--- config.mk ---
export PLATFORM = sky130hd
export DESIGN_NAME = lppc_top
export DESIGN_NICKNAME = d
export VERILOG_FILES = /design/src/lppc_pkg.sv /design/src/lppc_top.sv
export SDC_FILE = /design/constraint.sdc
export NUM_CORES = 1
export LEC_CHECK = 0
export ABC_CLOCK_PERIOD_IN_PS = 4960
export BUFFER_PORTS_ARGS = -buffer_cell sky130_fd_sc_hd__buf_2
export CORE_ASPECT_RATIO = 0.8
export CORE_UTILIZATION = 50
export CTS_BUF_LIST = sky130_fd_sc_hd__clkbuf_8
export CTS_CLUSTER_DIAMETER = 150
export DETAILED_ROUTE_END_ITERATION = 6
export GPL_ROUTABILITY_DRIVEN = 1
export HOLD_SLACK_MARGIN = 0.06
export PLACE_DENSITY = 0.79
export SETUP_SLACK_MARGIN = 0.1
export SYNTH_ARGS = -nofsm -noshare
export SYNTH_HDL_FRONTEND = slang
export SYNTH_SLANG_ARGS = --single-unit
--- constraint.sdc ---
create_clock -name pclk -period 4.96 [get_ports pclk]
set_input_delay 0.992 -clock pclk [delete_from_list [all_inputs] [get_ports pclk]]
set_output_delay 0.992 -clock pclk [all_outputs]
set_load 0.01 [all_outputs]
--- src/lppc_pkg.sv ---
// Constants shared by the low-power pulse counter: register map, fields, resets.
// Assumes a 32-bit APB slave with word-aligned registers.
`default_nettype none
package lppc_pkg;
    localparam int unsigned CNT_W = 24;
    localparam int unsigned DEB_W = 8;
    localparam int unsigned PH_W = 7;
    // Register byte offsets
    localparam logic [7:0] OFS_MODE = 8'h00;
    localparam logic [7:0] OFS_PULLUP = 8'h04;
    localparam logic [7:0] OFS_DEB_RISE = 8'h08;
    localparam logic [7:0] OFS_DEB_FALL = 8'h0c;
    localparam logic [7:0] OFS_CNT0 = 8'h10;
    localparam logic [7:0] OFS_CNT1 = 8'h14;
    localparam logic [7:0] OFS_THR0 = 8'h18;
    localparam logic [7:0] OFS_THR1 = 8'h1c;
    localparam logic [7:0] OFS_STATUS = 8'h20;
    // Mode register fields
    localparam int unsigned MODE_LSB = 6;
    localparam int unsigned RATE_LSB = 4;
    // Pull-up register fields
    localparam int unsigned DUTY_LSB = 0;
    localparam int unsigned STR_LSB = 2;
    localparam int unsigned CALPORT_BIT = 5;
    localparam int unsigned CALGO_BIT = 6;
    // Status register bits
    localparam int unsigned ST_OVF0 = 0;
    localparam int unsigned ST_MATCH0 = 2;
    localparam int unsigned ST_CALBUSY = 4;
    localparam int unsigned ST_CALFAIL = 5;
    // Reset values
    localparam logic [3:0] RST_MODE = 4'h0;
    localparam logic [5:0] RST_PULLUP = 6'h00;
    localparam logic [DEB_W-1:0] RST_DEB_RISE = 8'h04;
    localparam logic [DEB_W-1:0] RST_DEB_FALL = 8'h04;
    localparam logic [CNT_W-1:0] RST_THR = 24'hffffff;
    // Sample period in timebase ticks at rate code 0 (eight eighths)
    localparam logic [PH_W-1:0] PERIOD_BASE = 7'h08;
    // Pull-up on-time in timebase ticks per duty code (eighths of the period at rate code 0)
    localparam logic [PH_W-1:0] PU_EIGHTHS_0 = 7'h02;
    localparam logic [PH_W-1:0] PU_EIGHTHS_1 = 7'h03;
    localparam logic [PH_W-1:0] PU_EIGHTHS_2 = 7'h04;
    localparam logic [PH_W-1:0] PU_EIGHTHS_3 = 7'h06;
    localparam logic [2:0] STR_OFF = 3'h0;
    localparam logic [2:0] STR_MIN = 3'h1;
    localparam logic [2:0] STR_MAX = 3'h7;
    typedef enum logic [1:0] {
        MODE_OFF = 2'h0,
        MODE_SINGLE = 2'h1,
        MODE_DUAL = 2'h2,
        MODE_QUAD = 2'h3
    } lppc_mode_e;
    typedef enum logic [1:0] {
        CAL_IDLE = 2'h0,
        CAL_TEST = 2'h1
    } lppc_cal_e;
endpackage
`default_nettype wire

--- src/lppc_top.sv ---
// Low-power pulse counter: timebase sampler, pull-up duty control, debounce,
// counting modes, threshold compare, calibration and APB register file.
// Assumes meter inputs and the RTC timebase arrive asynchronously as pins.
//
// Implementation choices: the register offsets and register access over APB.
`timescale 1ns/1ps
`default_nettype none
module lppc_top
    import lppc_pkg::*;
(
    input wire logic pclk,
    input wire logic presetn,
    input wire logic psel,
    input wire logic penable,
    input wire logic pwrite,
    input wire logic [7:0] paddr,
    input wire logic [31:0] pwdata,
    output logic [31:0] prdata,
    output logic pready,
    output logic pslverr,
    input wire logic rtc_timebase_clock,
    input wire logic first_meter_input,
    input wire logic second_meter_input,
    output logic pullup_en,
    output logic [2:0] pullup_strength,
    output logic wake
);
    // Address decode shared by the read and write paths
    function automatic logic reg_hit(input logic [7:0] a, input logic [7:0] ofs);
        reg_hit = (a == ofs);
    endfunction

    // Quadrature step: bit 0 clockwise, bit 1 counter-clockwise
    function automatic logic [1:0] quad_step(input logic [1:0] p, input logic [1:0] c);
        logic [1:0] r;
        r = 2'h0;
        case ({p, c})
            4'b0010, 4'b1011, 4'b1101, 4'b0100: r = 2'h1;
            4'b0001, 4'b0111, 4'b1110, 4'b1000: r = 2'h2;
            default: r = 2'h0;
        endcase
        quad_step = r;
    endfunction

    logic wr_en, rd_setup, addr_ok;
    logic [3:0] mode_q, mode_d;
    logic [5:0] pull_q, pull_d;
    logic [DEB_W-1:0] deb_rise_q, deb_rise_d, deb_fall_q, deb_fall_d;
    logic [CNT_W-1:0] thr_q [2];
    logic [CNT_W-1:0] thr_d [2];
    logic [CNT_W-1:0] cnt_q [2];
    logic [5:0] status_q, status_d;
    logic [31:0] prdata_q, prdata_d;
    logic [2:0] rtc_sync_q, rtc_sync_d;
    logic [1:0] in_s1_q, in_s2_q, in_s1_d, in_s2_d;
    logic tick;
    logic [PH_W-1:0] phase_q, phase_d, period_len, pu_len;
    logic sample_stb, pu_win;
    logic pu_en_q, pu_en_d;
    lppc_cal_e cal_q, cal_d;
    logic cal_busy, cal_fail_ev;
    logic [2:0] cal_str;
    logic [1:0] deb_q, deb_prev_q, deb_prev_d;
    logic [1:0] inc, ovf_ev, match_ev;
    logic clr_cnt, count_ok;
    lppc_mode_e mode_sel;

    // APB: zero wait states; read data latched in the setup cycle
    assign pready = 1'b1;
    assign wr_en = psel & penable & pwrite;
    assign rd_setup = psel & ~penable & ~pwrite;
    assign addr_ok = reg_hit(paddr, OFS_MODE) | reg_hit(paddr, OFS_PULLUP)
        | reg_hit(paddr, OFS_DEB_RISE) | reg_hit(paddr, OFS_DEB_FALL)
        | reg_hit(paddr, OFS_CNT0) | reg_hit(paddr, OFS_CNT1)
        | reg_hit(paddr, OFS_THR0) | reg_hit(paddr, OFS_THR1)
        | reg_hit(paddr, OFS_STATUS);
    assign pslverr = psel & penable & ~addr_ok;
    assign prdata = prdata_q;
    assign mode_sel = lppc_mode_e'(mode_q[3:2]);
    assign cal_busy = (cal_q == CAL_TEST);

    // Read mux; unmapped and reserved bits read as zero
    always_comb begin
        prdata_d = prdata_q;
        if (rd_setup) begin
            prdata_d = 32'h0;
            if (reg_hit(paddr, OFS_MODE)) prdata_d[7:4] = mode_q;
            if (reg_hit(paddr, OFS_PULLUP)) prdata_d[5:0] = pull_q;
            if (reg_hit(paddr, OFS_DEB_RISE)) prdata_d[DEB_W-1:0] = deb_rise_q;
            if (reg_hit(paddr, OFS_DEB_FALL)) prdata_d[DEB_W-1:0] = deb_fall_q;
            if (reg_hit(paddr, OFS_CNT0)) prdata_d[CNT_W-1:0] = cnt_q[0];
            if (reg_hit(paddr, OFS_CNT1)) prdata_d[CNT_W-1:0] = cnt_q[1];
            if (reg_hit(paddr, OFS_THR0)) prdata_d[CNT_W-1:0] = thr_q[0];
            if (reg_hit(paddr, OFS_THR1)) prdata_d[CNT_W-1:0] = thr_q[1];
            if (reg_hit(paddr, OFS_STATUS)) prdata_d[5:0] = status_q;
        end
    end

    // Synchronisers for the timebase and both meter pins
    always_comb begin
        rtc_sync_d = {rtc_sync_q[1:0], rtc_timebase_clock};
        in_s1_d = {second_meter_input, first_meter_input};
        in_s2_d = in_s1_q;
    end
    // Only stages two and three feed the edge detector
    assign tick = rtc_sync_q[1] & ~rtc_sync_q[2];

    // Sample-period phase, counted in timebase ticks
    always_comb begin
        period_len = PH_W'(PERIOD_BASE << mode_q[1:0]);
        // On-time fixed in ticks, so a slower rate also cuts average current
        case (pull_q[1:0])
            2'h0: pu_len = PU_EIGHTHS_0;
            2'h1: pu_len = PU_EIGHTHS_1;
            2'h2: pu_len = PU_EIGHTHS_2;
            default: pu_len = PU_EIGHTHS_3;
        endcase
        phase_d = phase_q;
        if (tick) begin
            phase_d = (phase_q >= period_len - 7'h01) ? 7'h00 : phase_q + 7'h01;
        end
    end
    // Sample at the last tick of the charge window, once the line settled
    assign pu_win = (phase_q < pu_len);
    assign sample_stb = tick & (phase_q == pu_len - 7'h01);

    // Pull-up drive; strength code zero keeps it off, idle mode saves power
    always_comb begin
        pu_en_d = pu_win & (pull_q[4:2] != STR_OFF)
            & ((mode_sel != MODE_OFF) | cal_busy);
    end
    assign pullup_en = pu_en_q;
    assign pullup_strength = pull_q[4:2];

    // Calibration: step strength up until the open switch reads high
    always_comb begin
        cal_d = cal_q;
        cal_str = pull_q[4:2];
        cal_fail_ev = 1'b0;
        case (cal_q)
            CAL_IDLE: begin
                if (wr_en && reg_hit(paddr, OFS_PULLUP) && pwdata[CALGO_BIT]) begin
                    cal_d = CAL_TEST;
                    cal_str = STR_MIN;
                end
            end
            CAL_TEST: begin
                if (sample_stb) begin
                    if (in_s2_q[pull_q[CALPORT_BIT]]) begin
                        cal_d = CAL_IDLE;
                    end else if (pull_q[4:2] == STR_MAX) begin
                        cal_d = CAL_IDLE;
                        cal_fail_ev = 1'b1;
                    end else begin
                        cal_str = pull_q[4:2] + 3'h1;
                    end
                end
            end
            default: cal_d = CAL_IDLE;
        endcase
    end

    // Software-written registers; calibration owns strength while busy
    always_comb begin
        mode_d = mode_q;
        pull_d = pull_q;
        deb_rise_d = deb_rise_q;
        deb_fall_d = deb_fall_q;
        thr_d[0] = thr_q[0];
        thr_d[1] = thr_q[1];
        clr_cnt = 1'b0;
        if (wr_en) begin
            if (reg_hit(paddr, OFS_MODE)) begin
                mode_d = pwdata[7:4];
                clr_cnt = 1'b1;
            end
            if (reg_hit(paddr, OFS_PULLUP) && !cal_busy) pull_d = pwdata[5:0];
            if (reg_hit(paddr, OFS_DEB_RISE)) deb_rise_d = pwdata[DEB_W-1:0];
            if (reg_hit(paddr, OFS_DEB_FALL)) deb_fall_d = pwdata[DEB_W-1:0];
            if (reg_hit(paddr, OFS_THR0)) thr_d[0] = pwdata[CNT_W-1:0];
            if (reg_hit(paddr, OFS_THR1)) thr_d[1] = pwdata[CNT_W-1:0];
        end
        // Counter offsets decode but take no write data
        if (cal_busy || cal_d == CAL_TEST) pull_d[4:2] = cal_str;
    end

    // Debounce integrators, one per input, sharing both thresholds
    genvar ch;
    generate
        for (ch = 0; ch < 2; ch++) begin : g_deb
            logic [DEB_W-1:0] integ_q, integ_d;
            logic out_q, out_d;
            always_comb begin
                integ_d = integ_q;
                out_d = out_q;
                // Frozen during calibration so charging tests do not count
                if (sample_stb && !cal_busy) begin
                    if (out_q) begin
                        if (!in_s2_q[ch]) begin
                            if (integ_q <= 8'h01) begin
                                integ_d = 8'h00;
                                out_d = 1'b0;
                            end else begin
                                integ_d = integ_q - 8'h01;
                            end
                        end else if (integ_q < deb_fall_q) begin
                            integ_d = integ_q + 8'h01;
                        end
                    end else begin
                        if (in_s2_q[ch]) begin
                            if ({1'b0, integ_q} + 9'h001 >= {1'b0, deb_rise_q}) begin
                                out_d = 1'b1;
                                integ_d = deb_fall_q;
                            end else begin
                                integ_d = integ_q + 8'h01;
                            end
                        end else if (integ_q != 8'h00) begin
                            integ_d = integ_q - 8'h01;
                        end
                    end
                end
            end
            always_ff @(posedge pclk or negedge presetn) begin
                if (!presetn) begin
                    integ_q <= 8'h00;
                    out_q <= 1'b1;
                end else begin
                    integ_q <= integ_d;
                    out_q <= out_d;
                end
            end
            assign deb_q[ch] = out_q;
        end
    endgenerate

    // Count events by mode; rising edge of the filtered line is one pulse
    always_comb begin
        deb_prev_d = deb_q;
        count_ok = (mode_sel != MODE_OFF) & ~cal_busy;
        inc = 2'h0;
        case (mode_sel)
            MODE_SINGLE: inc[0] = deb_q[0] & ~deb_prev_q[0];
            MODE_DUAL: inc = deb_q & ~deb_prev_q;
            MODE_QUAD: inc = quad_step(deb_prev_q, deb_q);
            default: inc = 2'h0;
        endcase
        if (!count_ok || clr_cnt) inc = 2'h0;
    end

    // Two up-counters with threshold compare
    generate
        for (ch = 0; ch < 2; ch++) begin : g_cnt
            logic [CNT_W-1:0] c_d;
            always_comb begin
                c_d = cnt_q[ch];
                ovf_ev[ch] = 1'b0;
                match_ev[ch] = 1'b0;
                if (clr_cnt) begin
                    c_d = 24'h000000;
                end else if (inc[ch]) begin
                    c_d = cnt_q[ch] + 24'h000001;
                    ovf_ev[ch] = (cnt_q[ch] == 24'hffffff);
                    match_ev[ch] = (c_d == thr_q[ch]);
                end
            end
            always_ff @(posedge pclk or negedge presetn) begin
                if (!presetn) begin
                    cnt_q[ch] <= 24'h000000;
                end else begin
                    cnt_q[ch] <= c_d;
                end
            end
        end
    endgenerate

    // Sticky flags except cal-busy, which tracks calibration; write one to clear; a new event wins over the clear
    always_comb begin
        status_d = status_q;
        if (wr_en && reg_hit(paddr, OFS_STATUS)) begin
            status_d = status_q & ~pwdata[5:0];
        end
        status_d[ST_OVF0 +: 2] = status_d[ST_OVF0 +: 2] | ovf_ev;
        status_d[ST_MATCH0 +: 2] = status_d[ST_MATCH0 +: 2] | match_ev;
        status_d[ST_CALFAIL] = status_d[ST_CALFAIL] | cal_fail_ev;
        status_d[ST_CALBUSY] = (cal_d == CAL_TEST);
    end
    // Wake follows any pending overflow or match
    assign wake = |status_q[3:0];

    // Register stage for the logic above; debounce and counters hold their own flops
    always_ff @(posedge pclk or negedge presetn) begin
        if (!presetn) begin
            mode_q <= RST_MODE;
            pull_q <= RST_PULLUP;
            deb_rise_q <= RST_DEB_RISE;
            deb_fall_q <= RST_DEB_FALL;
            thr_q[0] <= RST_THR;
            thr_q[1] <= RST_THR;
            status_q <= 6'h00;
            prdata_q <= 32'h0;
            rtc_sync_q <= 3'h0;
            in_s1_q <= 2'h3;
            in_s2_q <= 2'h3;
            phase_q <= 7'h00;
            pu_en_q <= 1'b0;
            cal_q <= CAL_IDLE;
            deb_prev_q <= 2'h3;
        end else begin
            mode_q <= mode_d;
            pull_q <= pull_d;
            deb_rise_q <= deb_rise_d;
            deb_fall_q <= deb_fall_d;
            thr_q[0] <= thr_d[0];
            thr_q[1] <= thr_d[1];
            status_q <= status_d;
            prdata_q <= prdata_d;
            rtc_sync_q <= rtc_sync_d;
            in_s1_q <= in_s1_d;
            in_s2_q <= in_s2_d;
            phase_q <= phase_d;
            pu_en_q <= pu_en_d;
            cal_q <= cal_d;
            deb_prev_q <= deb_prev_d;
        end
    end
endmodule
`default_nettype wire

==> flow_summary_export.csv <==
group,metric,value,unit
run_status,status,"complete, no violations",
placement,io_buffers,69,
drt,topRoutingLayerUsed,"met4",
timing,finalCritPeriodShare,74.6,%
timing,setup_violations,0,
cts,post_cts_buffers,0,
die,io_pins,87,
drt,ant_nets,0,
synthesis,synth_top_area_share,26.3,%
timing,tightest_slew,1.15,ns
global_route,grt_pass1_wl,56.4,mm
worst_setup_path,cpMostUsedCell,"ha_1",
die,start_util,51.1,%
synthesis,ys_seq_elements,189,
worst_setup_path,crit_family,"simple AND/OR/NAND/NOR gates",
cts,cts_buffer_depth,2,
power,irDropWorstVdd,0.195,mV
synthesis,synth_edf_count,0,
finish,stdcell_count,1711,
worst_setup_path,required,5.30,ns
cts,clkTransAtPathRegs,0.11,ns
synthesis,ys.flop_type,"dfrtp_1",
worst_setup_path,cp_max_fo,11,
worst_setup_path,crit_arrival,4.04,ns
placement,placed_cells,1678,
drt,wl_met3,3.99,mm
worst_setup_path,path_cells,"ha_1 > nand3_1 > xnor2_1 > ha_1 > a21oi_1 > nor2b_1 > a2111oi_0 > nor4_1 > nor2_1 > mux2i_1 > o221ai_1",
synthesis,syn_inst,1356,
timing,hold_viol_final,0,
drt,finalWirelength,36.3,mm
finish,post-route-util,54.7,%
global_route,grt_pass1_vias,9902,
drt,drtPass1Iterations,6,
synthesis,synthesis.area,0.0124,mm²
worst_setup_path,path_buf_inv,0,
die,die-height,143,µm
cts,cts_tree,"built",
worst_setup_path,cp-start-kind,"flip-flop",
synthesis,ys_async_sr_fraction,100,%
global_route,grt_start_max_net_pins,100,
worst_setup_path,cp-end-kind,"flip-flop",
die,die_area,0.0255,mm²
drt,drtIter0Drc,1410,
synthesis,synth_top_cell_by_area,"dfrtp_1",
global_route,grt_overflow,0,
global_route,antenna_found_initial,1,
finish,drive_gt1_share,18.7,%
finish,synthToLayoutAreaGrowth,7.18,%
cts,cts_resized,0,
synthesis,synth_area_leaders,"dfrtp_1 26%, dfstp_2 12%, mux2_2 5.8%, ha_1 5.5%, xnor2_1 4.2%",
worst_setup_path,crit_slowest_cell,"a2111oi_0",
timing,slew-limit-headroom,22.5,%
cts,clk_latency,0.50,ns
die,rows,51,
cts,numCtsBuffers,17,
die,placeableCoreArea,0.0244,mm²
drt,routed-via-count,10913,
synthesis,synth.yosys.seq_area_share,38.6,%
timing,final.min_clock_period,3.70,ns
power,p_total,0.00438,W
worst_setup_path,crit_type,"flip-flop to flip-flop",
die,die_w,178,µm
drt,wl_per_cell,21.2,µm
finish,nNetsFinal,1482,
drt,vias_per_cell,6.38,
cts,root_buffer,"clkbuf_8",
cts,postCtsHoldBufs,0,
flow_run,drv_cap,0,
min_path,hp-class,"flip-flop to flip-flop",
timing,fmax,0.270,GHz
timing,drv_slew,0,
synthesis,synth_area_per_cell,9.18,µm²
cts,clock_sinks,189,
drt,drcViolationCount,0,
cts,cts_max_level,4,
synthesis,synth_warnings,0,
placement,gp_congestion,0.949,
worst_setup_path,ff2ff_setup_slack,1.26,ns
timing,rsz0062_at_grt,"false",
power,leakage,5.58,nW
timing,skew,0.0253,ns
placement,dp_hpwl,26.8,mm
drt,met2_length,15.1,mm
drt,wl_met1,16.5,mm
timing,tns,0,ns
synthesis,synth_cell_types,80,
worst_setup_path,slowest_delay,0.65,ns
global_route,grt_use_total,29.0,%
power,powerDensity,328,mW/mm²
cells by family (layout without fill, tap and decap cells):
| family | after synthesis | count (layout) | share of synthesized area, % |
|---|---|---|---|
| mux | 81 | 81 | 7.36 |
| xor+xnor | 92 | 92 | 6.47 |
| buf+inv | 135 | 163 | 4.76 |
| fa+ha+maj | 56 | 56 | 5.61 |
| compound gates | 329 | 329 | 17.8 |
| simple gates | 472 | 472 | 19.3 |
| other cells | 2 | 11 | 0.0603 |
| flops | 189 | 189 | 38.6 |
sequential cells by signal (all words and copies together) (netlist names):
register	cells
cal_q	2
rtc_sync_q	3
deb_rise_q	8
in_s2_q	2
g_deb.out_q	2
pull_q	6
cnt_q	48
deb_prev_q	2
deb_fall_q	8
mode_q	4
in_s1_q	2
phase_q	7
thr_q	48
g_deb.integ_q	16
prdata	24
status_q	6
pullup_en	1
cells in the mapped netlist (all sizes together), types with 4 or more instances:
cell and count:
nand4 23, a21oi 40, o211ai 23, mux2 64, a222oi 16, o21ai 89, nand2b 22, clkbuf 55
nand2 109, and2 13, o22ai 5, or2 5, and3 30, nand3b 6, o21a 9, o41ai 5
nor4 8, xnor2 60, and4 4, mux2i 15, buf 34, xor2 32, o31ai 30, a211oi 7
dfrtp 131, inv 44, dfstp 58, a31oi 35, or3 12, ha 55, a22oi 12, a21o 9
a221oi 9, nor3 31, nor2 113, nor2b 17, nand3 54, or4 13, nor3b 7
placed cells by master, fill, tap and decap left out, types with 8 or more instances in the layout:
cell,count
a21o_1,9
a21oi_1,40
a221oi_1,9
a222oi_1,16
a22oi_1,12
a31oi_1,35
and2_1,13
and3_1,29
buf_2,68
buf_4,16
clkbuf_8,18
conb_1,10
dfrtp_1,131
dfstp_2,58
ha_1,55
inv_1,44
mux2_2,64
mux2i_1,15
nand2_1,109
nand2b_1,22
nand3_1,53
nand4_1,21
nor2_1,112
nor2b_1,17
nor3_1,29
nor4_1,8
o211ai_1,23
o21a_1,9
o21ai_0,89
o31ai_1,30
or3_1,11
or4_1,12
xnor2_1,60
xor2_1,32
cell type report:
cell class | instances | area (µm²)
clock buffer | 17 | 234
timing repair buffer | 85 | 474
antenna | 1 | 2.50
clock inverter | 15 | 153
fill | 2153 | 11000
multi-input combinational | 1040 | 7100
tap | 318 | 398
sequential | 189 | 4800
inverter | 46 | 173
power breakdown:
| group | internal, W | switching (W) |
|---|---|---|
| logic | 0.000560 | 0.000750 |
| registers | 0.00170 | 0.000324 |
| clock network | 0.000416 | 0.000630 |
metal layers:
metal | global-route usage, % | vias to the layer above
met3 | 7.06 | 44
met2 | 40.5 | 518
met1 | 44.3 | 5352
met4 | 7.40 | 0
li1 | - | 4999
met5 | 0 | -
worst paths after layout:
kind / start / end / cells after the start
setup / recovery: g_deb[1].integ_q[0] / g_deb[1].integ_q[7] / 11
hold / removal: in_s1_q[1] / in_s2_q[1] / 0
setup reg to reg: g_deb[1].integ_q[0] / g_deb[1].integ_q[7] / 11
hold reg to reg: in_s1_q[1] / in_s2_q[1] / 0
max in group asynchronous: presetn / thr_q[4] / 2
min in group asynchronous: presetn / g_deb[1].integ_q[5] / 1
per-stage QoR:
stage	cell area [µm²]	hold slack, ns	setup slack [ns]
global placement	12900	0.337	1.41
detailed placement	12900	0.339	1.28
finish	13300	0.362	1.26
global route	13300	0.369	0.903
CTS	13300	0.364	1.33
floorplan	12500	0.331	1.80
Note: power is estimated with default switching activity, not from simulation.
